$ cat src/pkg/mkci_pkg.sv
// package for the modem keypad command interpreter
// Overview of operation
// - prefix, test key, then entry or digit
// - entry alone or test 1: self-test
// - tests 2,3,4 mark/space/alternate; 8,9,0 none
// - tests 5,6,7 loopback, own display code
// - running tests end on any key
// - port tests suspend remote command handling
// - echo test loops received characters back
// - message test sends sentence continuously
// - tests 2-4 key line, override mute
// - prefix, test, channel: option pages on entry
// - prefix affects listed keys only
// - shift key selects two-tone mode
// - prefix mark selects mark-only mode
// - mode change pending until entry
// - mark key edits mark per channel
// - space key edits space per channel
// - edit blanks, lamp on, entry applies
// - half-unit key toggles tenths digit
// - center edit keeps shift
// - shift edit keeps center
// - clear restores saved settings
// - digits only after opening key
// - prefix space selects space-only mode
package mkci_pkg;
  localparam logic [4:0] KEY_HALF = 5'h0a;
  localparam logic [4:0] KEY_ENTER = 5'h0b;
  localparam logic [4:0] KEY_CLEAR = 5'h0c;
  localparam logic [4:0] KEY_PREFIX = 5'h0d;
  localparam logic [4:0] KEY_TEST = 5'h0e;
  localparam logic [4:0] KEY_MARK = 5'h0f;
  localparam logic [4:0] KEY_SPACE = 5'h10;
  localparam logic [4:0] KEY_SHIFT = 5'h11;
  localparam logic [4:0] KEY_DMODE = 5'h12;
  localparam logic [4:0] KEY_CHANNEL_SELECT_KEY = 5'h13;
  localparam logic [4:0] KEY_HOLD = 5'h14;
  localparam logic [4:0] KEY_POL = 5'h15;
  localparam logic [4:0] KEY_SYNC = 5'h16;
  localparam logic [4:0] KEY_REMOTE = 5'h17;
  localparam logic [4:0] KEY_BAUD = 5'h18;
  localparam logic [4:0] KEY_OTHER = 5'h19;
  // apb map
  localparam logic [7:0] ADDR_KEY = 8'h00;
  localparam logic [7:0] ADDR_STATUS = 8'h04;
  localparam logic [7:0] ADDR_MARK0 = 8'h08;
  localparam logic [7:0] ADDR_SPACE0 = 8'h0c;
  localparam logic [7:0] ADDR_MARK1 = 8'h10;
  localparam logic [7:0] ADDR_SPACE1 = 8'h14;
  localparam logic [7:0] ADDR_ENTRY = 8'h18;
  localparam logic [7:0] ADDR_RXCHAR = 8'h1c;
  localparam logic [7:0] ADDR_OPTIONS = 8'h20;
  // reset values in tenths of hertz
  localparam logic [19:0] RST_MARK = 20'h03d86;
  localparam logic [19:0] RST_SPACE = 20'h05f0a;
  localparam logic [2:0] OPT_PAGES = 3'h6;
  localparam logic [7:0] SENT_LEN = 8'h2c;
  typedef enum logic [2:0] {
    ST_IDLE = 3'b000, ST_PREFIX = 3'b001, ST_TESTSEL = 3'b010,
    ST_TESTRUN = 3'b011, ST_OPTIONS = 3'b100, ST_EDIT = 3'b101
  } mkci_state_type;
  typedef enum logic [1:0] {
    DM_TWO = 2'b00, DM_MARK = 2'b01, DM_SPACE = 2'b10
  } mkci_disc_type;
  typedef enum logic [3:0] {
    TS_NONE = 4'h0, TS_AUTO = 4'h1, TS_MARK = 4'h2, TS_SPACE = 4'h3,
    TS_ALT = 4'h4, TS_LP1 = 4'h5, TS_LP2 = 4'h6, TS_LP3 = 4'h7,
    TS_ECHO = 4'h8, TS_PORT = 4'h9
  } mkci_test_type;
  typedef struct packed {
    logic [7:0] paddr;
    logic psel;
    logic penable;
    logic pwrite;
    logic [31:0] pwdata;
  } mkci_apb_req_type;
  typedef struct packed {
    logic [19:0] mark;
    logic [19:0] space;
  } mkci_freq_type;
endpackage

$ cat src/logic/mkci_top.sv
// keypad interpreter with apb register access
//
// Our own choices: the register offsets and the APB register port.
`timescale 1ns/100ps
`default_nettype none
module mkci_top import mkci_pkg::*; (
  input wire logic mclk,
  input wire logic rst,
  input wire mkci_apb_req_type apb_req,
  output logic [31:0] prdata,
  output logic pready,
  output logic pslverr,
  input wire logic mute_on,
  input wire logic [7:0] rx_char,
  input wire logic rx_valid,
  input wire logic tx_ready,
  input wire logic baud_tick,
  input wire logic [15:0] option_bits,
  output logic [7:0] tx_char,
  output logic tx_valid,
  output logic remote_cmd_enable,
  output logic keyline,
  output logic tones_enable,
  output logic tx_mark_level,
  output logic [3:0] test_code,
  output logic [2:0] option_page,
  output logic two_tone_lamp,
  output logic mark_only_lamp,
  output logic space_only_lamp,
  output logic entry_lamp,
  output logic entry_flash,
  output logic [1:0] blank_window,
  output logic self_test_start
);
  mkci_state_type state;
  mkci_disc_type disc_live, disc_saved;
  mkci_test_type test_sel;
  mkci_freq_type freq_live [2];
  mkci_freq_type freq_saved [2];
  logic center_mode, chan2, edit_space, alt_phase;
  logic [19:0] entry_val;
  logic [7:0] sent_idx;
  logic [2:0] page;
  logic rd_wait;

  // apb decode
  wire logic acc = apb_req.psel && apb_req.penable;
  wire logic wr = acc && apb_req.pwrite;
  wire logic [7:0] a = apb_req.paddr;
  wire logic hit = a == ADDR_KEY || a == ADDR_STATUS || a == ADDR_MARK0 ||
    a == ADDR_SPACE0 || a == ADDR_MARK1 || a == ADDR_SPACE1 ||
    a == ADDR_ENTRY || a == ADDR_RXCHAR || a == ADDR_OPTIONS;
  // reads take one wait state so registered data stands
  wire logic rd_acc = acc && !apb_req.pwrite;
  assign pready = !rd_acc || rd_wait;
  assign pslverr = acc && !hit;
  wire logic key_wr = wr && a == ADDR_KEY;
  wire logic [4:0] k = apb_req.pwdata[4:0];
  wire logic is_digit = k <= 5'h09;

  // tenths of hertz
  // tenth digit and value math
  wire logic [19:0] ev10 = 20'(entry_val * 20'd10);
  wire logic [3:0] tenth = 4'(entry_val % 20'd10);
  wire logic [19:0] halfv = (tenth == 4'd5) ? entry_val - 20'd5 :
    entry_val - 20'(tenth) + 20'd5;
  wire logic [19:0] new_digit = 20'((ev10 - 20'(tenth) * 20'd10) / 20'd10 *
    20'd10 + 20'(k) * 20'd10);
  wire mkci_freq_type cur = freq_live[chan2];
  wire logic [19:0] shift_v = cur.space - cur.mark;
  wire logic [19:0] cent_v = cur.mark + (shift_v >> 1);
  wire logic [19:0] half_e = entry_val >> 1;
  // status word
  wire logic [31:0] status_w = {10'h000, 1'b0, entry_flash, entry_lamp,
    center_mode, chan2, disc_live, disc_saved, state, test_sel, page,
    remote_cmd_enable, keyline, tones_enable};

  always_ff @(posedge mclk) begin
    if (rst) begin
      prdata <= 32'h0000_0000;
      rd_wait <= 1'b0;
    end else begin
      rd_wait <= rd_acc && !rd_wait;
      if (rd_acc) begin
        unique case (a)
          ADDR_STATUS: prdata <= status_w;
          ADDR_MARK0: prdata <= {12'h000, freq_live[0].mark};
          ADDR_SPACE0: prdata <= {12'h000, freq_live[0].space};
          ADDR_MARK1: prdata <= {12'h000, freq_live[1].mark};
          ADDR_SPACE1: prdata <= {12'h000, freq_live[1].space};
          ADDR_ENTRY: prdata <= {12'h000, entry_val};
          ADDR_RXCHAR: prdata <= {24'h000000, rx_char};
          ADDR_OPTIONS: prdata <= {16'h0000, option_bits};
          default: prdata <= 32'h0000_0000;
        endcase
      end
    end
  end

  // key interpreter
  always_ff @(posedge mclk) begin
    if (rst) begin
      state <= ST_IDLE;
      disc_live <= DM_TWO;
      disc_saved <= DM_TWO;
      test_sel <= TS_NONE;
      center_mode <= 1'b0;
      chan2 <= 1'b0;
      edit_space <= 1'b0;
      entry_val <= 20'h00000;
      page <= 3'h0;
      entry_lamp <= 1'b0;
      entry_flash <= 1'b0;
      blank_window <= 2'b00;
      self_test_start <= 1'b0;
      for (int i = 0; i < 2; i++) begin
        freq_live[i] <= '{mark: RST_MARK, space: RST_SPACE};
        freq_saved[i] <= '{mark: RST_MARK, space: RST_SPACE};
      end
    end else begin
      self_test_start <= 1'b0;
      entry_flash <= 1'b0;
      if (key_wr) begin
        unique case (state)
          ST_IDLE: begin
            if (k == KEY_PREFIX) begin
              state <= ST_PREFIX;
            end else if (k == KEY_SHIFT) begin
              disc_live <= DM_TWO;
              entry_lamp <= 1'b1;
            end else if (k == KEY_MARK || k == KEY_SPACE) begin
              state <= ST_EDIT;
              edit_space <= k == KEY_SPACE;
              entry_val <= 20'h00000;
              blank_window <= (k == KEY_SPACE) ? 2'b10 : 2'b01;
              entry_lamp <= 1'b1;
            end else if (k == KEY_DMODE) begin
              center_mode <= 1'b0;
            end else if (k == KEY_CHANNEL_SELECT_KEY) begin
              chan2 <= !chan2;
            end else if (k == KEY_ENTER) begin
              disc_saved <= disc_live;
              freq_saved <= freq_live;
              entry_lamp <= 1'b0;
            end else if (k == KEY_CLEAR) begin
              disc_live <= disc_saved;
              freq_live <= freq_saved;
              entry_lamp <= 1'b0;
            end
          end
          ST_PREFIX: begin
            state <= ST_IDLE;
            if (k == KEY_TEST) begin
              state <= ST_TESTSEL;
            end else if (k == KEY_MARK) begin
              disc_live <= DM_MARK;
              entry_lamp <= 1'b1;
            end else if (k == KEY_SPACE) begin
              disc_live <= DM_SPACE;
              entry_lamp <= 1'b1;
            end else if (k == KEY_DMODE) begin
              center_mode <= 1'b1;
            end
          end
          ST_TESTSEL: begin
            state <= ST_IDLE;
            if (test_sel == TS_NONE) begin
              if (k == KEY_ENTER) begin
                self_test_start <= 1'b1;
              end else if (is_digit && k >= 5'h01 && k <= 5'h07) begin
                test_sel <= mkci_test_type'(k[3:0]);
                state <= ST_TESTSEL;
              end else if (k == KEY_HALF) begin
                test_sel <= TS_ECHO;
                state <= ST_TESTSEL;
              end else if (k == KEY_REMOTE) begin
                test_sel <= TS_PORT;
                state <= ST_TESTSEL;
              end else if (k == KEY_CHANNEL_SELECT_KEY) begin
                state <= ST_OPTIONS;
                page <= 3'h0;
              end
            end else if (k == KEY_ENTER) begin
              if (test_sel == TS_AUTO) begin
                self_test_start <= 1'b1;
                test_sel <= TS_NONE;
              end else begin
                state <= ST_TESTRUN;
              end
            end else begin
              test_sel <= TS_NONE;
            end
          end
          ST_TESTRUN: begin
            test_sel <= TS_NONE;
            state <= ST_IDLE;
          end
          ST_OPTIONS: begin
            if (k == KEY_ENTER && page < OPT_PAGES - 3'h1) begin
              page <= page + 3'h1;
            end else begin
              state <= ST_IDLE;
              page <= 3'h0;
            end
          end
          ST_EDIT: begin
            if (is_digit) begin
              entry_val <= new_digit;
            end else if (k == KEY_HALF) begin
              entry_val <= halfv;
            end else if (k == KEY_ENTER) begin
              state <= ST_IDLE;
              blank_window <= 2'b00;
              entry_flash <= 1'b1;
              entry_lamp <= 1'b0;
              if (!center_mode && !edit_space) begin
                freq_live[chan2].mark <= entry_val;
              end else if (!center_mode) begin
                freq_live[chan2].space <= entry_val;
              end else if (!edit_space) begin
                freq_live[chan2].mark <= entry_val - (shift_v >> 1);
                freq_live[chan2].space <= entry_val + (shift_v >> 1);
              end else begin
                freq_live[chan2].mark <= cent_v - half_e;
                freq_live[chan2].space <= cent_v + half_e;
              end
            end else begin
              state <= ST_IDLE;
              blank_window <= 2'b00;
              entry_lamp <= 1'b0;
              freq_live <= freq_saved;
            end
          end
          default: state <= ST_IDLE;
        endcase
      end
    end
  end

  // remote port test traffic
  wire logic port_test = state == ST_TESTRUN &&
    (test_sel == TS_ECHO || test_sel == TS_PORT);
  always_ff @(posedge mclk) begin
    if (rst) begin
      tx_char <= 8'h00;
      tx_valid <= 1'b0;
      sent_idx <= 8'h00;
      alt_phase <= 1'b0;
    end else begin
      if (tx_valid && tx_ready) tx_valid <= 1'b0;
      if (baud_tick) alt_phase <= !alt_phase;
      if (state == ST_TESTRUN && test_sel == TS_ECHO && rx_valid) begin
        tx_char <= rx_char;
        tx_valid <= 1'b1;
      end else if (state == ST_TESTRUN && test_sel == TS_PORT &&
          (!tx_valid || tx_ready)) begin
        tx_char <= 8'h41 + sent_idx[7:0] % 8'h1a;
        tx_valid <= 1'b1;
        sent_idx <= (sent_idx == SENT_LEN - 8'h01) ? 8'h00 : sent_idx + 8'h01;
      end
    end
  end

  wire logic tone_test = state == ST_TESTRUN &&
    (test_sel == TS_MARK || test_sel == TS_SPACE || test_sel == TS_ALT);
  assign remote_cmd_enable = !port_test;
  assign keyline = tone_test;
  assign tones_enable = tone_test || !mute_on;
  assign tx_mark_level = test_sel == TS_ALT ? alt_phase : test_sel != TS_SPACE;
  assign test_code = state == ST_TESTRUN ? test_sel : TS_NONE;
  assign option_page = page;
  assign two_tone_lamp = disc_live == DM_TWO;
  assign mark_only_lamp = disc_live == DM_MARK;
  assign space_only_lamp = disc_live == DM_SPACE;
endmodule
`default_nettype wire

$ cat config.mk
export PLATFORM = sky130hd
export DESIGN_NAME = mkci_top
export DESIGN_NICKNAME = d
export VERILOG_FILES = /design/src/pkg/mkci_pkg.sv /design/src/logic/mkci_top.sv
export SDC_FILE = /design/constraint.sdc
export NUM_CORES = 1
export LEC_CHECK = 0
export ABC_AREA = 1
export BUFFER_PORTS_ARGS = -buffer_cell sky130_fd_sc_hd__buf_2
export CORE_UTILIZATION = 40
export DETAILED_ROUTE_END_ITERATION = 6
export GPL_ROUTABILITY_DRIVEN = 0
export GPL_TIMING_DRIVEN = 1
export SLEW_MARGIN = 40
export SYNTH_ARGS = -nofsm -noshare
export SYNTH_HDL_FRONTEND = slang
export SYNTH_SLANG_ARGS = --single-unit
$ cat constraint.sdc
create_clock -name mclk -period 24.1 [get_ports mclk]
set_input_delay 1.205 -clock mclk [delete_from_list [all_inputs] [get_ports mclk]]
set_output_delay 1.205 -clock mclk [all_outputs]
set_load 0.005 [all_outputs]
; Word level (Yosys, flattened, before mapping)
; Cells that the tools add are included.
; Widths: inputs -> output; s select.
[word_totals]
register_bits = 253
inputBits = 73
out_inout_bits = 62
elab_cells = 325
[classes]
n_eq_ne = 72
reduce_logical = 70
muxes = 119
multipliers = 4
magnitude_cmp = 6
addsub = 14
bitwise_logic = 10
div = 3
[ops]
columns = operator, n
row1 = $mux 80, 13
row2 = $bwmux 80, 6
row3 = $pmux 21 s8, 1
row4 = $mux 40, 4
row5 = $pmux 80 s2, 1
row6 = $mux 20, 7
row7 = $demux 40 s1, 2
row8 = $add 20x19->20, 3
row9 = $mux 3, 19
row10 = $ne 2x2->1 const B, 22
row11 = $mul 20x3->19 const B, 2
row12 = $pmux 20 s2, 1
row13 = $sub 20x19->20, 2
row14 = $mux 2, 19
row15 = $ne 3x3->1 const B, 11
row16 = $eq 8x5->1 const B, 4
row17 = $mux 4, 8
row18 = $eq 5x4->1 const B, 6
row19 = $reduce_and 10->1, 3
row20 = $mux 1, 28
row21 = $eq 5x5->1 const B, 5
row22 = $mux 8, 3
row23 = $add 20x3->20 const B, 1
row24 = $add 20x9->20, 1
row25 = 58 further kinds, 126

; Logic depth before layout (Yosys ltp)
; Gate-level depths: netlist of run 1.
[logic_depth]
word_depth = 16
ltp_mapped = 230
depth_no_buf = 227

; Least setup slack after synthesis of run 1
; OpenSTA, ideal clock, no wires.
[synth_path]
path_kind = flip-flop to flip-flop
startpoint = register entry_val[7]
endpoint = register entry_val[19]
n_path_buf = 8
arrival_time_ns = 23.587
path_stages_with_launch = 202
setup_slack_ns = 0.394
setup_ns = 0.119
required_time_ns = 23.981
cell_sequence = dfxtp_1 clkbuf_1 inv_1 clkbuf_1 ha_1 inv_2 nor3_4 nand2_2 nand3_4 buf_6 nand2_1 nand2_2 nand3_4 nand2_4 nand2_2 nand2_4 nand4_4 nand3_4 [166 not listed] a21oi_1 o21ai_0 nand2_1 nand2_1 a21oi_1 inv_1 a21oi_1 o21bai_1 a21oi_1 o21ai_0 xnor2_1 inv_1 nand4_1 xnor2_1 o21ai_0 inv_1 nand2_1 a21oi_2
[synth_via]
elab_chain_cells = 8
word_cells_on_any_way = 15
cone_classes = add/sub: 5 / mul: 3 / div: 2 / eq/ne: 1 / mux: 4
[synth_rtl]
columns = element, line
row1 = start: declaration, mkci_top.sv:41  ; logic [19:0] entry_val;
row2 = start signal: assignment, mkci_top.sv:208  ; entry_val <= new_digit;
row3 = start signal: assignment, mkci_top.sv:210  ; entry_val <= halfv;
row4 = $mod 20x4->20, mkci_top.sv:64  ; wire logic [3:0] tenth = 4'(entry_val % 20'd10);
row5 = $mul 4x3->7, mkci_top.sv:67  ; wire logic [19:0] new_digit = 20'((ev10 - 20'(tenth) * 20'd10) / 20'd10 *
row6 = $sub 20x8->20, mkci_top.sv:67
row7 = $div 20x4->20, mkci_top.sv:67
row8 = $mul 20x3->19, mkci_top.sv:67
row9 = $add 20x9->20, mkci_top.sv:68  ; 20'd10 + 20'(k) * 20'd10);
row10 = $mux 20 *, mkci_top.sv:207  ; if (is_digit) begin
row11 = $pmux 20 s2 *, mkci_top.sv:124  ; unique case (state)
; Mark *: on every way between the ends. The rest lies on a longest branch, timed or not. The select of a mux whose other input is x is not followed.
; A chain may end at the register's enable or synchronous reset.

; Worst setup path after layout of run 1
[layout_path]
startpoint = register entry_val[8]
endpoint = register entry_val[19]
; Same word-level chain as after synthesis.

==> results of run 1 <==
==> flip-flops by register name, summed over array words and instances, names as in the netlist, 2 cells and up <==
name          flops
state             3
sent_idx          8
entry_val        20
prdata           21
freq_live        80
tx_char           8
test_sel          4
freq_saved       80
option_page       3
disc_live         2
disc_saved        2
blank_window      2
==> layout by cell type, fill, tap and decap left out, types with 15 or more instances in the layout <==
cell and instances:
sky130_fd_sc_hd__o311ai_0 18, sky130_fd_sc_hd__or2_2 19, sky130_fd_sc_hd__inv_1 630, sky130_fd_sc_hd__o211ai_1 74
sky130_fd_sc_hd__inv_2 58, sky130_fd_sc_hd__dfxtp_1 232, sky130_fd_sc_hd__nor2_1 364, sky130_fd_sc_hd__xnor2_1 33
sky130_fd_sc_hd__ha_4 21, sky130_fd_sc_hd__clkbuf_16 27, sky130_fd_sc_hd__ha_1 230, sky130_fd_sc_hd__o21bai_1 46
sky130_fd_sc_hd__nand3_1 207, sky130_fd_sc_hd__xor2_1 125, sky130_fd_sc_hd__o21ai_1 22, sky130_fd_sc_hd__nand2_1 834
sky130_fd_sc_hd__o31ai_1 22, sky130_fd_sc_hd__nand2_2 156, sky130_fd_sc_hd__a21oi_1 300, sky130_fd_sc_hd__nor2_4 43
sky130_fd_sc_hd__nand3_2 76, sky130_fd_sc_hd__buf_2 95, sky130_fd_sc_hd__a211oi_1 29, sky130_fd_sc_hd__a21oi_2 30
sky130_fd_sc_hd__nor2_2 33, sky130_fd_sc_hd__nand3_4 40, sky130_fd_sc_hd__buf_4 546, sky130_fd_sc_hd__nand2_4 95
sky130_fd_sc_hd__nand4_1 86, sky130_fd_sc_hd__nor3_1 38, sky130_fd_sc_hd__a22oi_1 15, sky130_fd_sc_hd__o21ai_0 259
sky130_fd_sc_hd__buf_6 42, sky130_fd_sc_hd__a221oi_1 34, sky130_fd_sc_hd__o22ai_1 66
==> path summary, 6_finish.rpt <==
| kind | start | to | slack [ns] | depth (start not counted) |
|---|---|---|---|---|
| setup / recovery | entry_val[8] | entry_val[19] | 0.72 | 197 |
| hold reg to reg | prdata[0] | prdata[0] | 0.46 | 2 |
| hold / removal | prdata[0] | prdata[0] | 0.46 | 2 |
| setup reg to reg | entry_val[8] | entry_val[19] | 0.72 | 197 |
==> layout make-up <==
| class | count | share of cell area (%) |
|---|---|---|
| Clock inverter | 12 | 0.494 |
| Sequential cell | 242 | 12.8 |
| Tap cell | 950 | 3.13 |
| Timing Repair Buffer | 690 | 13.6 |
| Inverter | 720 | 7.23 |
| Clock buffer | 34 | 1.95 |
| Multi-Input combinational cell | 3517 | 60.8 |
==> cell families (layout without fill, tap and decap cells) <==
kind of cell	Yosys count	after routing
adders and majority gates	268	268
xor gates and xnor gates	178	178
other	1	11
AOI/OAI and AO/OA	1010	1010
and+or+nand+nor	2045	2049
DFF	242	242
muxes	1	1
buffers and inverters	879	1456
==> stage by stage <==
stage	utilization, %	hold WS [ns]	total power [µW]	cell area (µm²)	instances
after global placement	47.1	0.445	483	33900	6015
final	52.9	0.461	937	38000	6165
after CTS	49.2	0.462	925	35300	6094
after detailed placement	47.1	0.453	483	33900	6016
after floorplan	-	0.430	453	29200	4634
after global routing	52.9	0.487	961	38000	6165
==> metal layers <==
metal  routed length (µm)  track usage, %
met1                44800            33.9
met2                46800            42.8
met3                 6230            2.93
met4                 4310            10.1
met5                    0               0
==> worst max-delay path, delay by kind of cell (launching register included) <==
| family | cells | cell delay, ns |
|---|---|---|
| AND/OR/NAND/NOR | 116 | 12.10 |
| buffers and inverters | 36 | 3.47 |
| AO/OA/AOI/OAI | 25 | 3.36 |
| adder cells (fa/ha/maj) | 9 | 2.13 |
| XOR/XNOR | 11 | 1.74 |
| flip-flops | 1 | 0.32 |
==> repair_timing <==
| item | 4_1_cts | 5_1_grt |
|---|---|---|
| resized for setup | 73 | 553 |
| endpoints found under the setup margin | 14 | 19 |
| cloned | 3 | 1 |
| setup buffers | 29 | 73 |
| pin swaps | 52 | 255 |
==> where the power goes <==
group,switching (µW),internal [µW]
combinational,51.7,37.7
clock,187,261
sequential,0.146,400
total,238,699
==> run summary, run 1 <==
The number of warning messages in the yosys log is 0. The area overhead of the layout relative to synthesis came out at 30.3%. Across the VDD grid, the largest voltage drop is 0.0928 mV.

The count of input and output buffers is 96. The arrival time reported for the critical path endpoint is 23.81 ns. The clock sink count came out at 242. The multiplexer share of the synthesized area came out at 0.0386%. Setup repair after global routing could not meet its margin everywhere. Of the available clock period, the critical path in the final layout requires 97.0%. Measured along the y axis, the die boundary spans 272 µm. The total core area came out at 0.0719 mm². In this run the remaining antenna-violating nets after routing total 0.

The pin count of the biggest net entering global routing came out at 86. The share of synthesized area in the top cell type comes to 16.6%. The number of remaining DRC errors came out at 0.

The repair_antennas step left the layout with diodes totalling 0. The number of distinct library cell variants in the gate-level netlist after synthesis came out at 78. Summing the sequential cell areas from Yosys gives 16.6% of the chip area.

The setup-violating endpoint count in the final report came out at 0. The clock tree from TritonCTS is built. The category of the critical setup timing path is reg -> reg.

In the synthesized netlist, the cells that appear most often are sky130_fd_sc_hd__nand2_1, sky130_fd_sc_hd__inv_1, sky130_fd_sc_hd__nor2_1. The total wire length after detailed routing is 102000 µm. The post-detailed-placement half-perimeter wirelength came out at 75200 µm. The number of hold violations in the final report came out at 0. The transition at the pin with the smallest max-transition slack came out at 0.943 ns. The upper clock frequency limit is 42.8 MHz. The xor/xnor cell area share of the yosys netlist came out at 5.42%.

Data on the critical path is required at its endpoint by 24.53 ns. The leakage power figure came out at 0.0197 µW. The routed layout has 32700 vias. The number of buffers between clock root and the deepest sink is 3. The tree is rooted in a sky130_fd_sc_hd__clkbuf_16. The clock skew after layout is 0.0171 ns. The count of hold buffers inserted by post-cts repair came out at 0. The average routed wire per standard cell is 16.6 µm. Measured along the x axis, the die boundary spans 272 µm.

The total number of nets in the final design is 5539. The number of flops mapped to enable cells by yosys came out at 0. The number of violations of the max-capacitance limit came out at 0. The compound-gate portion of the synthesized area is 21.0%. The number of max-slew violations in the final report is 0. The via count of the first global-routing pass came out at 29800. The async set or reset register ratio after synthesis came out at 0%.

The cell area after synthesis came out at 0.0292 mm². The level count of the clock H-tree is 1. The area occupied by multi-input gates is 0.0231 mm².

The largest individual stage delay along the critical path comes from the cell sky130_fd_sc_hd__fa_2. The global route total overflow is 0. The largest total area in the synthesized netlist belongs to sky130_fd_sc_hd__dfxtp_1. The power density normalized to cell area came out at 24.7 mW/mm². The most used flip-flop cell after synthesis is sky130_fd_sc_hd__dfxtp_1. The first global-routing pass estimated 156000 µm of wire.

The initial DRC count is 2531. The synthesized netlist cell count is 4624. The initial core utilization came out at 40.6%. The mean instance size in the synthesized netlist is 6.31 µm². The post-route setup TNS is 0 ns.

The most used cell along the critical path is sky130_fd_sc_hd__nand2_2. The total global-route track usage came out at 25.8%. The storage element area is 0.00486 mm². The worst max-slew margin expressed relative to the limit came out at 37.1%.

The vias per cell came out at 5.30. The clock network latency to the later pin of the worst-skew pair is 0.58 ns. After synthesis, the largest family of logic cells by area is simple AND/OR/NAND/NOR gates.

The number of antenna violations at the first check in global routing came to 0. The register bit total from synthesis came out at 242. The synthesized netlist devotes 33.0% of its cell area to simple gates. The pre-CTS worst setup slack came out at -0.753 ns. The worst setup path is launched from a flop. In the final layout, the share of cells above drive strength 1 is 27.2%. The shortest period the worst path allows came out at 23.38 ns. The number of buffers created by CTS came out at 27. The most common cell in the synthesized netlist is sky130_fd_sc_hd__nand2_1.

The class of the tightest hold or removal check is reg -> reg. The first detailed-routing pass took 6 iterations. By area the synthesized netlist is led by sky130_fd_sc_hd__dfxtp_1, sky130_fd_sc_hd__nand2_1, sky130_fd_sc_hd__ha_1, sky130_fd_sc_hd__inv_1, sky130_fd_sc_hd__a21oi_1. The number of cell rows is 98. After clock tree synthesis, the clock-pin slew on the worst setup and hold paths is 0.06 ns. The kind of end point of the critical path is a flop. The critical-path maximum fanout is 8. The I/O pin count is 135. The final setup slack of the worst path is 0.718 ns. The die area came out at 0.0740 mm². The delay of the slowest cell on the worst path came out at 0.52 ns. The adder-cell share of the synthesized area came out at 11.8%.

The run finished with clean final reports. The filler cells instantiated in the layout total 7179.
Note: power is estimated with default switching activity, not from simulation.
==> run 2, diff against run 1 <==
--- a/config.mk
+++ b/config.mk
@@ -7,10 +7,13 @@
 export LEC_CHECK = 0
 export ABC_AREA = 1
 export BUFFER_PORTS_ARGS = -buffer_cell sky130_fd_sc_hd__buf_2
-export CORE_UTILIZATION = 40
+export CELL_PAD_IN_SITES_DETAIL_PLACEMENT = 2
+export CELL_PAD_IN_SITES_GLOBAL_PLACEMENT = 2
+export CORE_UTILIZATION = 32
 export DETAILED_ROUTE_END_ITERATION = 6
 export GPL_ROUTABILITY_DRIVEN = 0
 export GPL_TIMING_DRIVEN = 1
+export PLACE_DENSITY_LB_ADDON = 0.1
 export SLEW_MARGIN = 40
 export SYNTH_ARGS = -nofsm -noshare
 export SYNTH_HDL_FRONTEND = slang
==> run summary, run 2 (synthesis results as in run 1) <==
The placement-stage cell area is 0.0345 mm². The number of antenna violations at the first check in global routing is 1. The startpoint type of the worst setup path is a flop. The setup-violating endpoint count in the final report came out at 19. Entering global routing, the biggest net connects 80 pins. Leaving out fill and tap cells, the most frequent cell in the layout is sky130_fd_sc_hd__nand2_1. The startpoint of the most critical hold path is prdata[19]. The sequential cells in the finished layout cover a total of 0.00487 mm². The number of remaining DRC errors came out at 0. The power density normalized to cell area came out at 25.2 mW/mm².

The category of the critical setup timing path is reg -> reg. The initialized floorplan defines 110 standard-cell rows. The final setup slack of the worst path is -3.99 ns. Cells with a size suffix above 1 make up 31.6% of the layout. The library cells used most frequently in the layout, excluding fill and tap cells, are sky130_fd_sc_hd__nand2_1, sky130_fd_sc_hd__buf_4, sky130_fd_sc_hd__inv_1. The clock sink count came out at 242. The average routed wire per standard cell came out at 27.9 µm. Clock tree synthesis selected as its root buffer the cell sky130_fd_sc_hd__clkbuf_16. The total wire length after detailed routing came out at 182000 µm.

The clock network latency to the later pin of the worst-skew pair is 0.61 ns. For this run, global-route usage on met2 was measured as 59.9%. The total number of nets in the final design is 5681. The die area came out at 0.0924 mm². The number of violations of the max-capacitance limit came out at 0. The global routing usage on met1 is 38.2%.

The critical-path maximum fanout is 7. The most critical setup path has its startpoint at entry_val[14]. In this run the number of H-tree levels came out at 1. The total global-route track usage came out at 32.5%.

The filler cells instantiated in the layout total 10700. The area overhead of the layout relative to synthesis is 38.4%. The leakage power figure is 0.0206 µW.

The initial core utilization came out at 32.4%. The arrival time reported for the critical path endpoint is 28.63 ns. Across all layers, the routed design uses 38000 vias.

The post-detailed-placement half-perimeter wirelength is 101000 µm. The multi-input combinational cells in the finished layout cover a total of 0.0240 mm². The final reports fail on setup timing.

After global routing the overflow that remains totals 0. The number of iterations in the first detailed-routing pass is 7. The worst setup slack for register-to-register paths came out at -3.99 ns. The I/O pin count came out at 135. The number of hold violations in the final report was 0. The pre-CTS worst setup slack is -2.46 ns. Dividing the detail-routed via count by the number of cells gives 5.81. The number of max-slew violations in the final report is 0.

TritonCTS created 29 clock buffers. In this run the worst hold path is classified as reg -> reg. The delay of the slowest cell on the worst path came out at 0.37 ns.

The first global-routing pass estimated 239000 µm of wire. Derived from the worst setup path, the maximum achievable clock frequency is 35.6 MHz. The count of nets left with antenna violations once routing finished came out at 0. The clock edge transition at the registers on the reported setup and hold paths is 0.08 ns. The worst max-slew margin expressed relative to the limit is 39.0%. The via count of the first global-routing pass came out at 40500. The number of buffers between clock root and the deepest sink came out at 3. TritonCTS built the clock tree. The worst supply voltage drop on vdd is 0.0535 mV. Between clock sinks in the finished design, the worst skew comes to 0.0327 ns. In the finished design, the share of the clock period the worst path needs comes to 117%.

The transition at the pin with the smallest max-transition slack is 0.911 ns. The global routing's busiest layer is met2. The final design area excluding fillers is 0.0404 mm². The startpoint of the most critical register-to-register path is entry_val[14]. For the finished layout, the period the worst path requires is 28.09 ns. The worst endpoint required time is 24.64 ns. The count of input and output buffers is 96. Global routing consumed, on the met3 layer, 2.50% of the routing resources. The largest individual stage delay along the critical path comes from the cell sky130_fd_sc_hd__dfxtp_4. The diode insertion count for antenna repair is 0. Setup repair after global routing could not meet its margin everywhere. In the final layout, the registers with the most flip-flops are freq_live (80), freq_saved (80), prdata (21). The die extent in y is 304 µm. The initial DRC count came out at 2430. The flow ran to the end, but the final reports show violations. From left edge to right edge, the die measures 304 µm. The total core area is 0.0901 mm².

STA classifies the critical path endpoint as a flop.
==> run 2: cell count changes in the layout (fill, tap and decap cells not counted), sizes merged <==
cell      previous run  this run
buf                690       830
clkbuf              34        37
clkinv              21        29
clkinvlp             2         3
inv                705       699
==> run 2: area by class of cell <==
class / instances / area share, %
multi-input cells: 3517 / 59.5
clock buffers: 37 / 2.02
inverters: 720 / 6.90
clock inverters: 15 / 0.474
repair buffers: 830 / 15.4
well taps: 1176 / 3.64
flip-flops and latches: 242 / 12.0
==> run 2: final timing paths <==
path,depth (start not counted),end
setup reg to reg,197,entry_val[19]
setup / recovery,197,entry_val[19]
hold / removal,2,prdata[19]
hold reg to reg,2,prdata[19]
==> run 2: what timing repair did <==
action,in CTS,in global routing
setup endpoints to repair,19,19
hold buffers,0,0
buffers inserted,130,68
resized for setup,401,421
pin swaps,228,272
cloned,5,0
==> run 2: through the flow <==
stage / setup TNS, ns / instances / hold slack (ns) / utilization [%] / total power, µW
finish: -62.28 / 6537 / 0.466 / 44.8 / 1020
CTS: -0.177 / 6469 / 0.471 / 42.3 / 985
global route: -75.44 / 6537 / 0.495 / 44.8 / 1040
global placement: -9.69 / 6282 / 0.449 / 38.2 / 488
floorplan: 0 / 4634 / 0.430 / - / 453
detailed placement: -31.77 / 6282 / 0.462 / 38.2 / 491
==> run 2: worst max-delay path: cells and delay by family (launching register included) <==
family / cells / cell delay [ns]
flip-flops: 1 / 0.37
XOR/XNOR: 11 / 2.45
buffers and inverters: 46 / 5.66
AND/OR/NAND/NOR: 112 / 13.68
adder cells (fa/ha/maj): 5 / 1.45
AO/OA/AOI/OAI: 23 / 4.21
==> run 2: layer usage <==
metal | up-vias | wire length, µm
met2 | 1392 | 90300
met4 | 0 | 11000
li1 | 16800 | -
met3 | 597 | 8320
met5 | - | 0
met1 | 19200 | 72700
==> run 2: power by group <==
part	switching, µW	leakage (µW)	internal (µW)
Combinational	81.3	0.0181	51.4
Clock	206	0.000496	281
Sequential	0.155	0.00196	400
Total	288	0.0206	732
